## src/hdl/fstc_pkg.sv

```systemverilog
// Package of offsets, field positions, reset values and sizes for the FIFO status and test control block.
package fstc_pkg;
   // ---------------------------------------------------------------------
   // Register offsets (byte addresses are four times the index).
   // ---------------------------------------------------------------------
   localparam logic [7:0] FSTC_IDX_PIN_TEST   = 8'h1a;  // Pin routing test register index.
   localparam logic [7:0] FSTC_IDX_MODE_TEST  = 8'h1b;  // Test mode control register index.
   localparam logic [7:0] FSTC_IDX_FIFO_LEVEL = 8'h1c;  // FIFO fill level register index.
   localparam logic [7:0] FSTC_IDX_TX_UPPER   = 8'h1d;  // Transmit count upper byte index.
   localparam logic [7:0] FSTC_IDX_TX_LOWER   = 8'h1e;  // Transmit count lower byte index.
   localparam logic [7:0] FSTC_IDX_FIFO_DATA  = 8'h1f;  // FIFO data window index.
   // ---------------------------------------------------------------------
   // Reset values.
   // ---------------------------------------------------------------------
   localparam logic [7:0] FSTC_RST_BYTE = 8'h00;         // Reset value of every register.
   // ---------------------------------------------------------------------
   // Field positions in the pin routing test register.
   // ---------------------------------------------------------------------
   localparam int FSTC_POS_SUBC_IN   = 7;  // Keying pin feeds the decoder.
   localparam int FSTC_POS_SUBC_OUT  = 6;  // Subcarrier driven on modulation pin.
   localparam int FSTC_POS_DIRECT    = 5;  // Modulation pin becomes an input.
   localparam int FSTC_POS_STAGE_SEL = 4;  // Amplifier stage selection.
   localparam int FSTC_POS_GAIN_PRB  = 0;  // Gain level probe on strength bits.
   // ---------------------------------------------------------------------
   // Field positions in the test mode control register.
   // ---------------------------------------------------------------------
   localparam int FSTC_POS_PROBE_HI  = 3;  // Pin probe high bit.
   localparam int FSTC_POS_PROBE_LO  = 2;  // Pin probe low bit.
   localparam int FSTC_POS_DEC_TEST  = 1;  // Decoder test bit.
   localparam int FSTC_POS_FAST_CLK  = 0;  // Encoder fast clock bit.
   localparam logic [7:0] FSTC_MODE_STICKY = 8'h0e;  // Bits cleared by the stop condition.
   // ---------------------------------------------------------------------
   // Transmit length layout and FIFO size.
   // ---------------------------------------------------------------------
   localparam int FSTC_POS_PARTIAL   = 0;   // Partial byte flag in the lower byte.
   localparam int FSTC_FIFO_DEPTH    = 128; // Bytes the FIFO holds.
endpackage

```

## src/hdl/fstc_mem.sv

```systemverilog
// Byte memory that holds the FIFO contents, with registered read data.
`timescale 1ns/1ps
`default_nettype none
module fstc_mem #(
   parameter int DEPTH = 128,
   parameter int AW    = 7
) (
   // Clock.
   input  wire logic          sys_clk,
   // Write port.
   input  wire logic          wr_en,
   input  wire logic [AW-1:0] wr_addr,
   input  wire logic [7:0]    wr_data,
   // Read port.
   input  wire logic [AW-1:0] rd_addr,
   output logic      [7:0]    rd_data
);
   // Storage array; no reset, contents are undefined until written.
   logic [7:0] mem_q [DEPTH];
   initial begin
      if (DEPTH != (1 << AW)) $error("fstc_mem: DEPTH must equal 2**AW");
   end
   // Write, and register the read word so read data comes from a flop.
   always_ff @(posedge sys_clk) begin
      if (wr_en) begin
         mem_q[wr_addr] <= wr_data;
      end
      rd_data <= mem_q[rd_addr];
   end
endmodule // fstc_mem
`default_nettype wire

```

## src/hdl/fstc_fifo.sv

```systemverilog
// Byte FIFO with fill count and sticky overflow flag.
`timescale 1ns/1ps
`default_nettype none
module fstc_fifo
   import fstc_pkg::*;
#(
   parameter int DEPTH = FSTC_FIFO_DEPTH
) (
   // Clock and reset.
   input  wire logic       sys_clk,
   input  wire logic       resetn,
   // Push side.
   input  wire logic       push,
   input  wire logic [7:0] push_data,
   // Pop side; data appears one cycle after pop.
   input  wire logic       pop,
   output logic      [7:0] pop_data,
   // Status.
   input  wire logic       clear,
   output logic [$clog2(DEPTH):0] count,
   output logic            overflow
);
   localparam int AW = $clog2(DEPTH);
   // Pointers, count and overflow.
   logic [AW-1:0] wp_q, wp_d, rp_q, rp_d;
   logic [AW:0]   cnt_q, cnt_d;
   logic          ovf_q, ovf_d;
   logic          do_push, do_pop;
   // Next state: a push into a full FIFO is dropped and flags overflow.
   always_comb begin
      do_push = push && (cnt_q != AW'(0) + (AW+1)'(DEPTH));
      do_pop  = pop && (cnt_q != '0);
      wp_d    = do_push ? wp_q + 1'b1 : wp_q;
      rp_d    = do_pop ? rp_q + 1'b1 : rp_q;
      cnt_d   = cnt_q + (AW+1)'(do_push) - (AW+1)'(do_pop);
      ovf_d   = ovf_q;
      if (clear) begin
         ovf_d = 1'b0;
         wp_d  = '0;
         rp_d  = '0;
         cnt_d = '0;
      end
      // A byte beyond capacity sets overflow, winning over clear.
      if (push && !do_push) begin
         ovf_d = 1'b1;
      end
   end
   always_ff @(posedge sys_clk or negedge resetn) begin
      if (!resetn) begin
         wp_q  <= '0;
         rp_q  <= '0;
         cnt_q <= '0;
         ovf_q <= 1'b0;
      end else begin
         wp_q  <= wp_d;
         rp_q  <= rp_d;
         cnt_q <= cnt_d;
         ovf_q <= ovf_d;
      end
   end
   assign count    = cnt_q;
   assign overflow = ovf_q;
   fstc_mem #(.DEPTH(DEPTH), .AW(AW)) u_mem (
      .sys_clk (sys_clk),
      .wr_en   (do_push),
      .wr_addr (wp_q),
      .wr_data (push_data),
      .rd_addr (rp_q),
      .rd_data (pop_data)
   );
endmodule // fstc_fifo
`default_nettype wire

```

## src/hdl/fstc_regs.sv

```systemverilog
// Register bank for pin routing test, test mode, FIFO status and transmit count.
// What this block does
// - Test registers clear on power-on reset, enable low.
// - Top pin bit routes keying pin into decoder.
// - Bit six drives subcarrier out modulation pin.
// - Bit five makes modulation pin input, resets receiver.
// - Bit four selects amplifier stage output.
// - Low pin bit shows gain level as strength.
// - Decoder or probe bits enter persistent test mode.
// - Stop condition clears decoder and probe bits.
// - Probe bits have no function beyond mode entry.
// - Low mode bit clocks encoder at fast rate.
// - Overflow flag sets beyond 128 presented bytes.
// - Low seven status bits give FIFO count.
// - Upper length byte holds count bits eleven-four.
// - Upper length byte clears at reset, frame end.
// - Lower length upper nibble holds count bits three-zero.
// - Partial bit count applies only when flag set.
//
// The Wishbone interface to the registers was left to the implementer.
`timescale 1ns/1ps
`default_nettype none
module fstc_regs
   import fstc_pkg::*;
#(
   parameter int FIFO_DEPTH = FSTC_FIFO_DEPTH
) (
   // Clock and reset.
   input  wire logic        sys_clk,
   input  wire logic        resetn,
   // Chip-level reset qualifiers.
   input  wire logic        por,
   input  wire logic        chip_en,
   // Wishbone classic slave.
   input  wire logic        wb_cyc_i,
   input  wire logic        wb_stb_i,
   input  wire logic        wb_we_i,
   input  wire logic [7:0]  wb_adr_i,
   input  wire logic [3:0]  wb_sel_i,
   input  wire logic [31:0] wb_dat_i,
   output logic      [31:0] wb_dat_o,
   output logic             wb_ack_o,
   output logic             wb_err_o,
   // Receive side bytes entering the FIFO.
   input  wire logic        rx_byte_valid,
   input  wire logic [7:0]  rx_byte,
   // Frame and test events.
   input  wire logic        tx_frame_end,
   input  wire logic        stop_cond,
   // Pins: keying pin input, modulation pin three-signal form.
   input  wire logic        onoff_keying_pin_i,
   input  wire logic        keying_control_pin_i,
   output logic             keying_control_pin_o,
   output logic             keying_control_pin_oe,
   // Signals from the transceiver core.
   input  wire logic        core_tx_mod,
   input  wire logic        core_rx_subcarrier,
   input  wire logic        demod_digital,
   input  wire logic [2:0]  rssi_normal,
   input  wire logic [2:0]  agc_level,
   // Signals to the transceiver core.
   output logic             decoder_input,
   output logic             rx_reset,
   output logic             stage_select,
   output logic [2:0]       rssi_shown,
   output logic             test_mode,
   output logic             encoder_fast_clock,
   output logic             tx_modulation,
   output logic [11:0]      send_count,
   output logic [2:0]       partial_bits,
   output logic             partial_flag
);
   import fstc_pkg::*;

   // ---------------------------------------------------------------------
   // Elaboration checks.
   // ---------------------------------------------------------------------
   initial begin
      if (FIFO_DEPTH != 128) $error("fstc_regs: status layout serves 128 bytes only");
   end

   // ---------------------------------------------------------------------
   // Register state.
   // ---------------------------------------------------------------------
   logic [7:0]  pin_routing_test_q, pin_routing_test_d;   // Pin routing test.
   logic [7:0]  test_mode_control_q, test_mode_control_d; // Test mode control.
   logic [7:0]  tx_count_upper_q, tx_count_upper_d;       // Count bits 11..4.
   logic [7:0]  tx_count_lower_q, tx_count_lower_d;       // Count bits 3..0, partial.
   logic        test_mode_q, test_mode_d;                 // Test mode latch.
   logic        ack_q, ack_d;                             // Bus answer.
   logic        err_q, err_d;                             // Unmapped answer.
   logic        rd_pend_q, rd_pend_d;                     // FIFO data read in flight.
   logic [31:0] dat_q, dat_d;                             // Read data.
   logic [7:0]  fifo_count;                               // FIFO count.
   logic        fifo_ovf;                                 // FIFO overflow.
   logic [7:0]  fifo_rdata;                               // FIFO read word.
   logic        req, wr_lane0, known, fifo_pop, chip_clear;

   // Decode of the printed index from the byte address.
   function automatic logic is_idx(input logic [7:0] adr, input logic [7:0] idx);
      return adr[7:2] == idx[5:0] && adr[1:0] == 2'b00;
   endfunction

   // ---------------------------------------------------------------------
   // FIFO.
   // ---------------------------------------------------------------------
   fstc_fifo #(.DEPTH(FIFO_DEPTH)) u_fifo (
      .sys_clk   (sys_clk),
      .resetn    (resetn),
      .push      (rx_byte_valid),
      .push_data (rx_byte),
      .pop       (fifo_pop),
      .pop_data  (fifo_rdata),
      .clear     (chip_clear),
      .count     (fifo_count),
      .overflow  (fifo_ovf)
   );

   // ---------------------------------------------------------------------
   // Bus decode and register next state.
   // ---------------------------------------------------------------------
   // Writes take effect on the acknowledging edge; each access is answered
   // one cycle after the request, or two for a FIFO data read.
   always_comb begin
      chip_clear = por && !chip_en;
      req      = wb_cyc_i && wb_stb_i && !ack_q && !err_q;
      known    = is_idx(wb_adr_i, FSTC_IDX_PIN_TEST) || is_idx(wb_adr_i, FSTC_IDX_MODE_TEST)
              || is_idx(wb_adr_i, FSTC_IDX_FIFO_LEVEL) || is_idx(wb_adr_i, FSTC_IDX_TX_UPPER)
              || is_idx(wb_adr_i, FSTC_IDX_TX_LOWER) || is_idx(wb_adr_i, FSTC_IDX_FIFO_DATA);
      wr_lane0 = req && known && wb_we_i && wb_sel_i[0];
      fifo_pop = req && !rd_pend_q && !wb_we_i && is_idx(wb_adr_i, FSTC_IDX_FIFO_DATA);
      pin_routing_test_d  = pin_routing_test_q;
      test_mode_control_d = test_mode_control_q;
      tx_count_upper_d    = tx_count_upper_q;
      tx_count_lower_d    = tx_count_lower_q;
      test_mode_d         = test_mode_q;
      ack_d     = 1'b0;
      err_d     = 1'b0;
      rd_pend_d = 1'b0;
      dat_d     = dat_q;
      if (wr_lane0 && is_idx(wb_adr_i, FSTC_IDX_PIN_TEST)) begin
         pin_routing_test_d = wb_dat_i[7:0];
      end
      if (wr_lane0 && is_idx(wb_adr_i, FSTC_IDX_MODE_TEST)) begin
         test_mode_control_d = wb_dat_i[7:0];
      end
      if (wr_lane0 && is_idx(wb_adr_i, FSTC_IDX_TX_UPPER)) begin
         tx_count_upper_d = wb_dat_i[7:0];
      end
      if (wr_lane0 && is_idx(wb_adr_i, FSTC_IDX_TX_LOWER)) begin
         tx_count_lower_d = wb_dat_i[7:0];
      end
      // Status register takes no write; the decode above has no entry.
      // Any of the decoder or probe bits latches test mode until stop.
      if ((test_mode_control_d & FSTC_MODE_STICKY) != 8'h00) begin
         test_mode_d = 1'b1;
      end
      // Stop condition clears sticky bits and leaves test mode.
      if (stop_cond) begin
         test_mode_control_d = test_mode_control_d & ~FSTC_MODE_STICKY;
         test_mode_d         = 1'b0;
      end
      // Frame end clears both length bytes.
      if (tx_frame_end) begin
         tx_count_upper_d = FSTC_RST_BYTE;
         tx_count_lower_d = FSTC_RST_BYTE;
      end
      // Power-on reset with enable low clears all four registers, test mode and the FIFO.
      if (chip_clear) begin
         pin_routing_test_d  = FSTC_RST_BYTE;
         test_mode_control_d = FSTC_RST_BYTE;
         tx_count_upper_d    = FSTC_RST_BYTE;
         tx_count_lower_d    = FSTC_RST_BYTE;
         test_mode_d         = 1'b0;
      end
      // Answer and read data.
      if (rd_pend_q) begin
         ack_d = 1'b1;
         dat_d = {24'h00_0000, fifo_rdata};
      end else if (fifo_pop) begin
         rd_pend_d = 1'b1;
      end else if (req && !known) begin
         err_d = 1'b1;
         dat_d = 32'h0000_0000;
      end else if (req) begin
         ack_d = 1'b1;
         dat_d = 32'h0000_0000;
         if (is_idx(wb_adr_i, FSTC_IDX_PIN_TEST)) begin
            dat_d[7:0] = pin_routing_test_q;
         end else if (is_idx(wb_adr_i, FSTC_IDX_MODE_TEST)) begin
            dat_d[7:0] = test_mode_control_q;
         end else if (is_idx(wb_adr_i, FSTC_IDX_FIFO_LEVEL)) begin
            dat_d[7:0] = {fifo_ovf, fifo_count[6:0]};
         end else if (is_idx(wb_adr_i, FSTC_IDX_TX_UPPER)) begin
            dat_d[7:0] = tx_count_upper_q;
         end else if (is_idx(wb_adr_i, FSTC_IDX_TX_LOWER)) begin
            dat_d[7:0] = tx_count_lower_q;
         end
      end
   end

   // Register every piece of state.
   always_ff @(posedge sys_clk or negedge resetn) begin
      if (!resetn) begin
         pin_routing_test_q  <= FSTC_RST_BYTE;
         test_mode_control_q <= FSTC_RST_BYTE;
         tx_count_upper_q    <= FSTC_RST_BYTE;
         tx_count_lower_q    <= FSTC_RST_BYTE;
         test_mode_q         <= 1'b0;
         ack_q               <= 1'b0;
         err_q               <= 1'b0;
         rd_pend_q           <= 1'b0;
         dat_q               <= 32'h0000_0000;
      end else begin
         pin_routing_test_q  <= pin_routing_test_d;
         test_mode_control_q <= test_mode_control_d;
         tx_count_upper_q    <= tx_count_upper_d;
         tx_count_lower_q    <= tx_count_lower_d;
         test_mode_q         <= test_mode_d;
         ack_q               <= ack_d;
         err_q               <= err_d;
         rd_pend_q           <= rd_pend_d;
         dat_q               <= dat_d;
      end
   end

   // ---------------------------------------------------------------------
   // Pin routing and core controls.
   // ---------------------------------------------------------------------
   assign wb_dat_o = dat_q;
   assign wb_ack_o = ack_q;
   assign wb_err_o = err_q;
   // Keying pin replaces the demodulator as decoder input.
   assign decoder_input = pin_routing_test_q[FSTC_POS_SUBC_IN] ? onoff_keying_pin_i
                                                               : demod_digital;
   // Direct keying turns the pin around; it wins over subcarrier output.
   assign keying_control_pin_oe = !pin_routing_test_q[FSTC_POS_DIRECT];
   // Subcarrier out replaces normal modulation on the pin.
   assign keying_control_pin_o  = pin_routing_test_q[FSTC_POS_SUBC_OUT] ? core_rx_subcarrier
                                                                         : core_tx_mod;
   assign rx_reset     = pin_routing_test_q[FSTC_POS_DIRECT];
   // Under direct keying the host level on the pin keys the transmitter;
   // otherwise the core's own modulation is used.
   assign tx_modulation = pin_routing_test_q[FSTC_POS_DIRECT] ? keying_control_pin_i
                                                               : core_tx_mod;
   assign stage_select = pin_routing_test_q[FSTC_POS_STAGE_SEL];
   assign rssi_shown   = pin_routing_test_q[FSTC_POS_GAIN_PRB] ? agc_level : rssi_normal;
   assign test_mode    = test_mode_q;
   assign encoder_fast_clock = test_mode_control_q[FSTC_POS_FAST_CLK];
   // Full 12-bit count from both length bytes.
   assign send_count   = {tx_count_upper_q, tx_count_lower_q[7:4]};
   assign partial_flag = tx_count_lower_q[FSTC_POS_PARTIAL];
   // Partial bit count is masked unless the flag is set.
   assign partial_bits = partial_flag ? tx_count_lower_q[3:1] : 3'b000;
endmodule // fstc_regs
`default_nettype wire

```

## config.mk

```make
export PLATFORM = sky130hd
export DESIGN_NAME = fstc_regs
export DESIGN_NICKNAME = d
export VERILOG_FILES = /design/src/hdl/fstc_pkg.sv /design/src/hdl/fstc_mem.sv /design/src/hdl/fstc_fifo.sv /design/src/hdl/fstc_regs.sv
export SDC_FILE = /design/constraint.sdc
export NUM_CORES = 1
export LEC_CHECK = 0
export BUFFER_PORTS_ARGS = -buffer_cell sky130_fd_sc_hd__buf_2
export CORE_ASPECT_RATIO = 1.1
export CORE_UTILIZATION = 58
export DETAILED_ROUTE_END_ITERATION = 7
export PLACE_DENSITY = 0.8
export SLEW_MARGIN = 25
export SYNTH_ARGS = -nofsm -noshare
export SYNTH_HDL_FRONTEND = slang
export SYNTH_SLANG_ARGS = --single-unit
export TNS_END_PERCENT = 30
```

## constraint.sdc

```tcl
create_clock -name sys_clk -period 3.9 [get_ports sys_clk]
set_clock_uncertainty 0.15 [all_clocks]
set_input_delay 0.195 -clock sys_clk [delete_from_list [all_inputs] [get_ports sys_clk]]
set_output_delay 0.195 -clock sys_clk [all_outputs]
set_load 0.005 [all_outputs]
```

==> reports/metrics.yaml <==
cap_violations: 0
netlist-cell-type-count: 73
clk_latency_ns: 0.67
fillers: 4519
p_per_area_nw_per_um2: 495.9
yosysTopAreaCell: "edfxtp_1"
remaining_drc_errors: 0
slew_headroom_pct: 34.31
fin_nets: 2495
clock-sinks: 1099
vias: 23110
io_pins: 134
grt-ovfl-total: 0
synth-edff-count: 1024
design.die.area_um2: 76840
setup_ws_ns: 0.2066
rsz0062_at_grt: "false"
finalCritPeriodShare_pct: 94.70
grt_pass1_wl_um: 154700
cts_buffers: 101
drt_first_pass_iters: 6
syn_inst: 2217
hold_viol_final: 0
core-area_um2: 74750
period_needed_ns: 3.693
slew_viol_final: 0
gp_congestion: 0.9872
fin_util_pct: 66.20
synth-seq-cells: 1099
grt_use_total_pct: 27.78
die_h_um: 290.6
yosysWarnings: 0
fmax_ghz: 0.2708
most-common-layout-cells: "edfxtp_1, mux4_2, nor2_1"
critPathRequiredTime_ns: 4.04
detail-route-antenna-nets: 0
status: "complete, no violations"
wl_per_cell_um: 30.50
async_flop_share_pct: 6.096
tns_ns: 0
cp-start-kind: "register"
cts_buffer_depth: 3
clockRootBuffer: "clkbuf_16"
port_buffers: 82
leakagePower_nw: 15.61
ys_top_cells_by_area: "edfxtp_1, mux4_2, dfrtp_1"
synth_top_area_share_pct: 70.00
dpl_worst_slack_ns: 0.3026
grt_pass1_vias: 23010
tightest_slew_ns: 0.9817
antenna_found_initial: 1
critPathMaxFanout: 11
path_class: "reg -> reg"
wl_um: 105400
drtIter0Drc: 2998
clk_pin_slew_ns: 0.06
mostFrequentLayoutCell: "edfxtp_1"
critPathCaptureType: "register"
multi_input_area_um2: 10520
synth_top_flop_cell: "edfxtp_1"
worstPathArrival_ns: 3.84
htree_num_levels: 3
syn2layout_area_growth_pct: 12.66
yosysSeqAreaShare_pct: 74.18
seq_area_um2: 32600
syn_area_per_cell_um2: 19.81
die_x_um: 264.4
cts_tree: "yes"
dp_hpwl_um: 63200
hold_class: "in -> reg"
rrSetupSlack_ns: 0.21
initial_utilization_pct: 58.76
grt_max_degree: 107
setup_viol: 0
via_per_inst: 6.685
rows: 105
irDropWorstVdd_v: 0.0003249
drive_gt1_share_pct: 25.23
synthesis.area_um2: 43930
==> kinds of logic (layout without fill, tap and decap cells) <==
kind of cell,count (synthesis),in the layout,share of synthesized area (%)
adders and majority gates,15,15,0.4443
DFF,1099,1099,74.18
AOI/OAI and AO/OA,154,154,2.475
and+or+nand+nor,388,388,3.956
xor gates and xnor gates,16,16,0.3190
other,1,25,0.008537
muxes,380,380,16.53
buffers and inverters,164,417,2.088
==> report_power, final <==
group	switching (mW)	leakage (nW)	total [mW]	internal, mW
sequential	0.116	10.2	13.2	13.1
clock	4.27	1.64	10.0	5.73
combinational	0.894	3.80	1.35	0.461
total	5.28	15.6	24.5	19.3
==> sequential cells by signal (all words and copies together) (netlist names) <==
signal                count
pin_routing_test_q        8
rd_pend_q                 1
test_mode                 1
test_mode_control_q       8
tx_count_lower_q          8
tx_count_upper_q          8
u_fifo.count              8
u_fifo.overflow           1
u_fifo.rp_q               7
u_fifo.u_mem.mem_q     1024
u_fifo.u_mem.rd_data      8
u_fifo.wp_q               7
wb_ack_o                  1
wb_dat_o                  8
wb_err_o                  1
==> final timing paths <==
path	from	to	cells after the start
worst min-delay path	por	test_mode_control_q[6]$_DFFE_PN0P_	4
worst min register to register	wb_dat_o[7]$_DFFE_PN0P_	wb_dat_o[7]$_DFFE_PN0P_	1
min in group asynchronous	resetn	pin_routing_test_q[3]$_DFFE_PN0P_	3
worst max-delay path	u_fifo.count[2]$_DFF_PN0_	u_fifo.u_mem.mem_q[120][0]$_DFFE_PP_	9
worst max register to register	u_fifo.count[2]$_DFF_PN0_	u_fifo.u_mem.mem_q[120][0]$_DFFE_PP_	9
max in group asynchronous	resetn	wb_dat_o[2]$_DFFE_PN0P_	4
==> layout make-up <==
cell class	instances	area share (%)
sequential	1099	65.87
timing repair buffer	211	3.502
clock buffer	131	5.479
clock inverter	58	1.322
antenna	1	0.005057
tap	963	2.435
inverter	17	0.1289
multi-input combinational	977	21.26
==> cells in the mapped netlist (11+ instances only) <==
library cell  instances
a21oi_1              41
a22oi_1              15
buf_2                28
buf_4                47
buf_6                12
clkbuf_1             53
dfrtp_1              67
edfxtp_1           1024
ha_1                 14
inv_1                16
mux2_2               22
mux2i_1              84
mux4_2              274
nand2_1              77
nand3_1              29
nor2_1              193
nor2b_1              22
nor3_1               19
o21ai_0              11
==> critical path, stage by stage (launching register included) <==
cell	delay, ns
dfrtp_1	0.38
inv_1	0.09
ha_1	0.21
and4_1	0.26
a21boi_0	0.37
buf_12	0.19
nor2b_1	0.29
nand2_1	0.39
buf_12	0.30
nor2_1	0.66
==> through the flow <==
stage / hold slack, ns / total power [mW] / std cells / area, um2
floorplan: -0.2506 / 14.09 / 2240 / 44010
global placement: 0.1483 / 14.64 / 3223 / 45620
detailed placement: 0.1609 / 14.71 / 3225 / 45670
CTS: 0.05057 / 24.59 / 3453 / 49440
global route: 0.1018 / 25.15 / 3456 / 49490
finish: 0.07126 / 24.54 / 3457 / 49490
==> metal layers <==
metal | up-vias | share of wire (%) | GRT usage, %
met5 | - | 0 | 0
met4 | 0 | 4.5 | 11.47
met3 | 253 | 9.9 | 5.652
met2 | 1582 | 49 | 45.21
met1 | 11910 | 36 | 37.01
li1 | 9365 | - | -
==> what timing repair did <==
action / 4_1_cts / 5_1_grt
setup buffers: 0 / 0
hold buffers: 39 / 3
setup endpoints to repair: 0 / 1
resized for setup: 0 / 1
endpoints found under the hold margin: 297 / 61
Power figures use the tool's default switching activity.
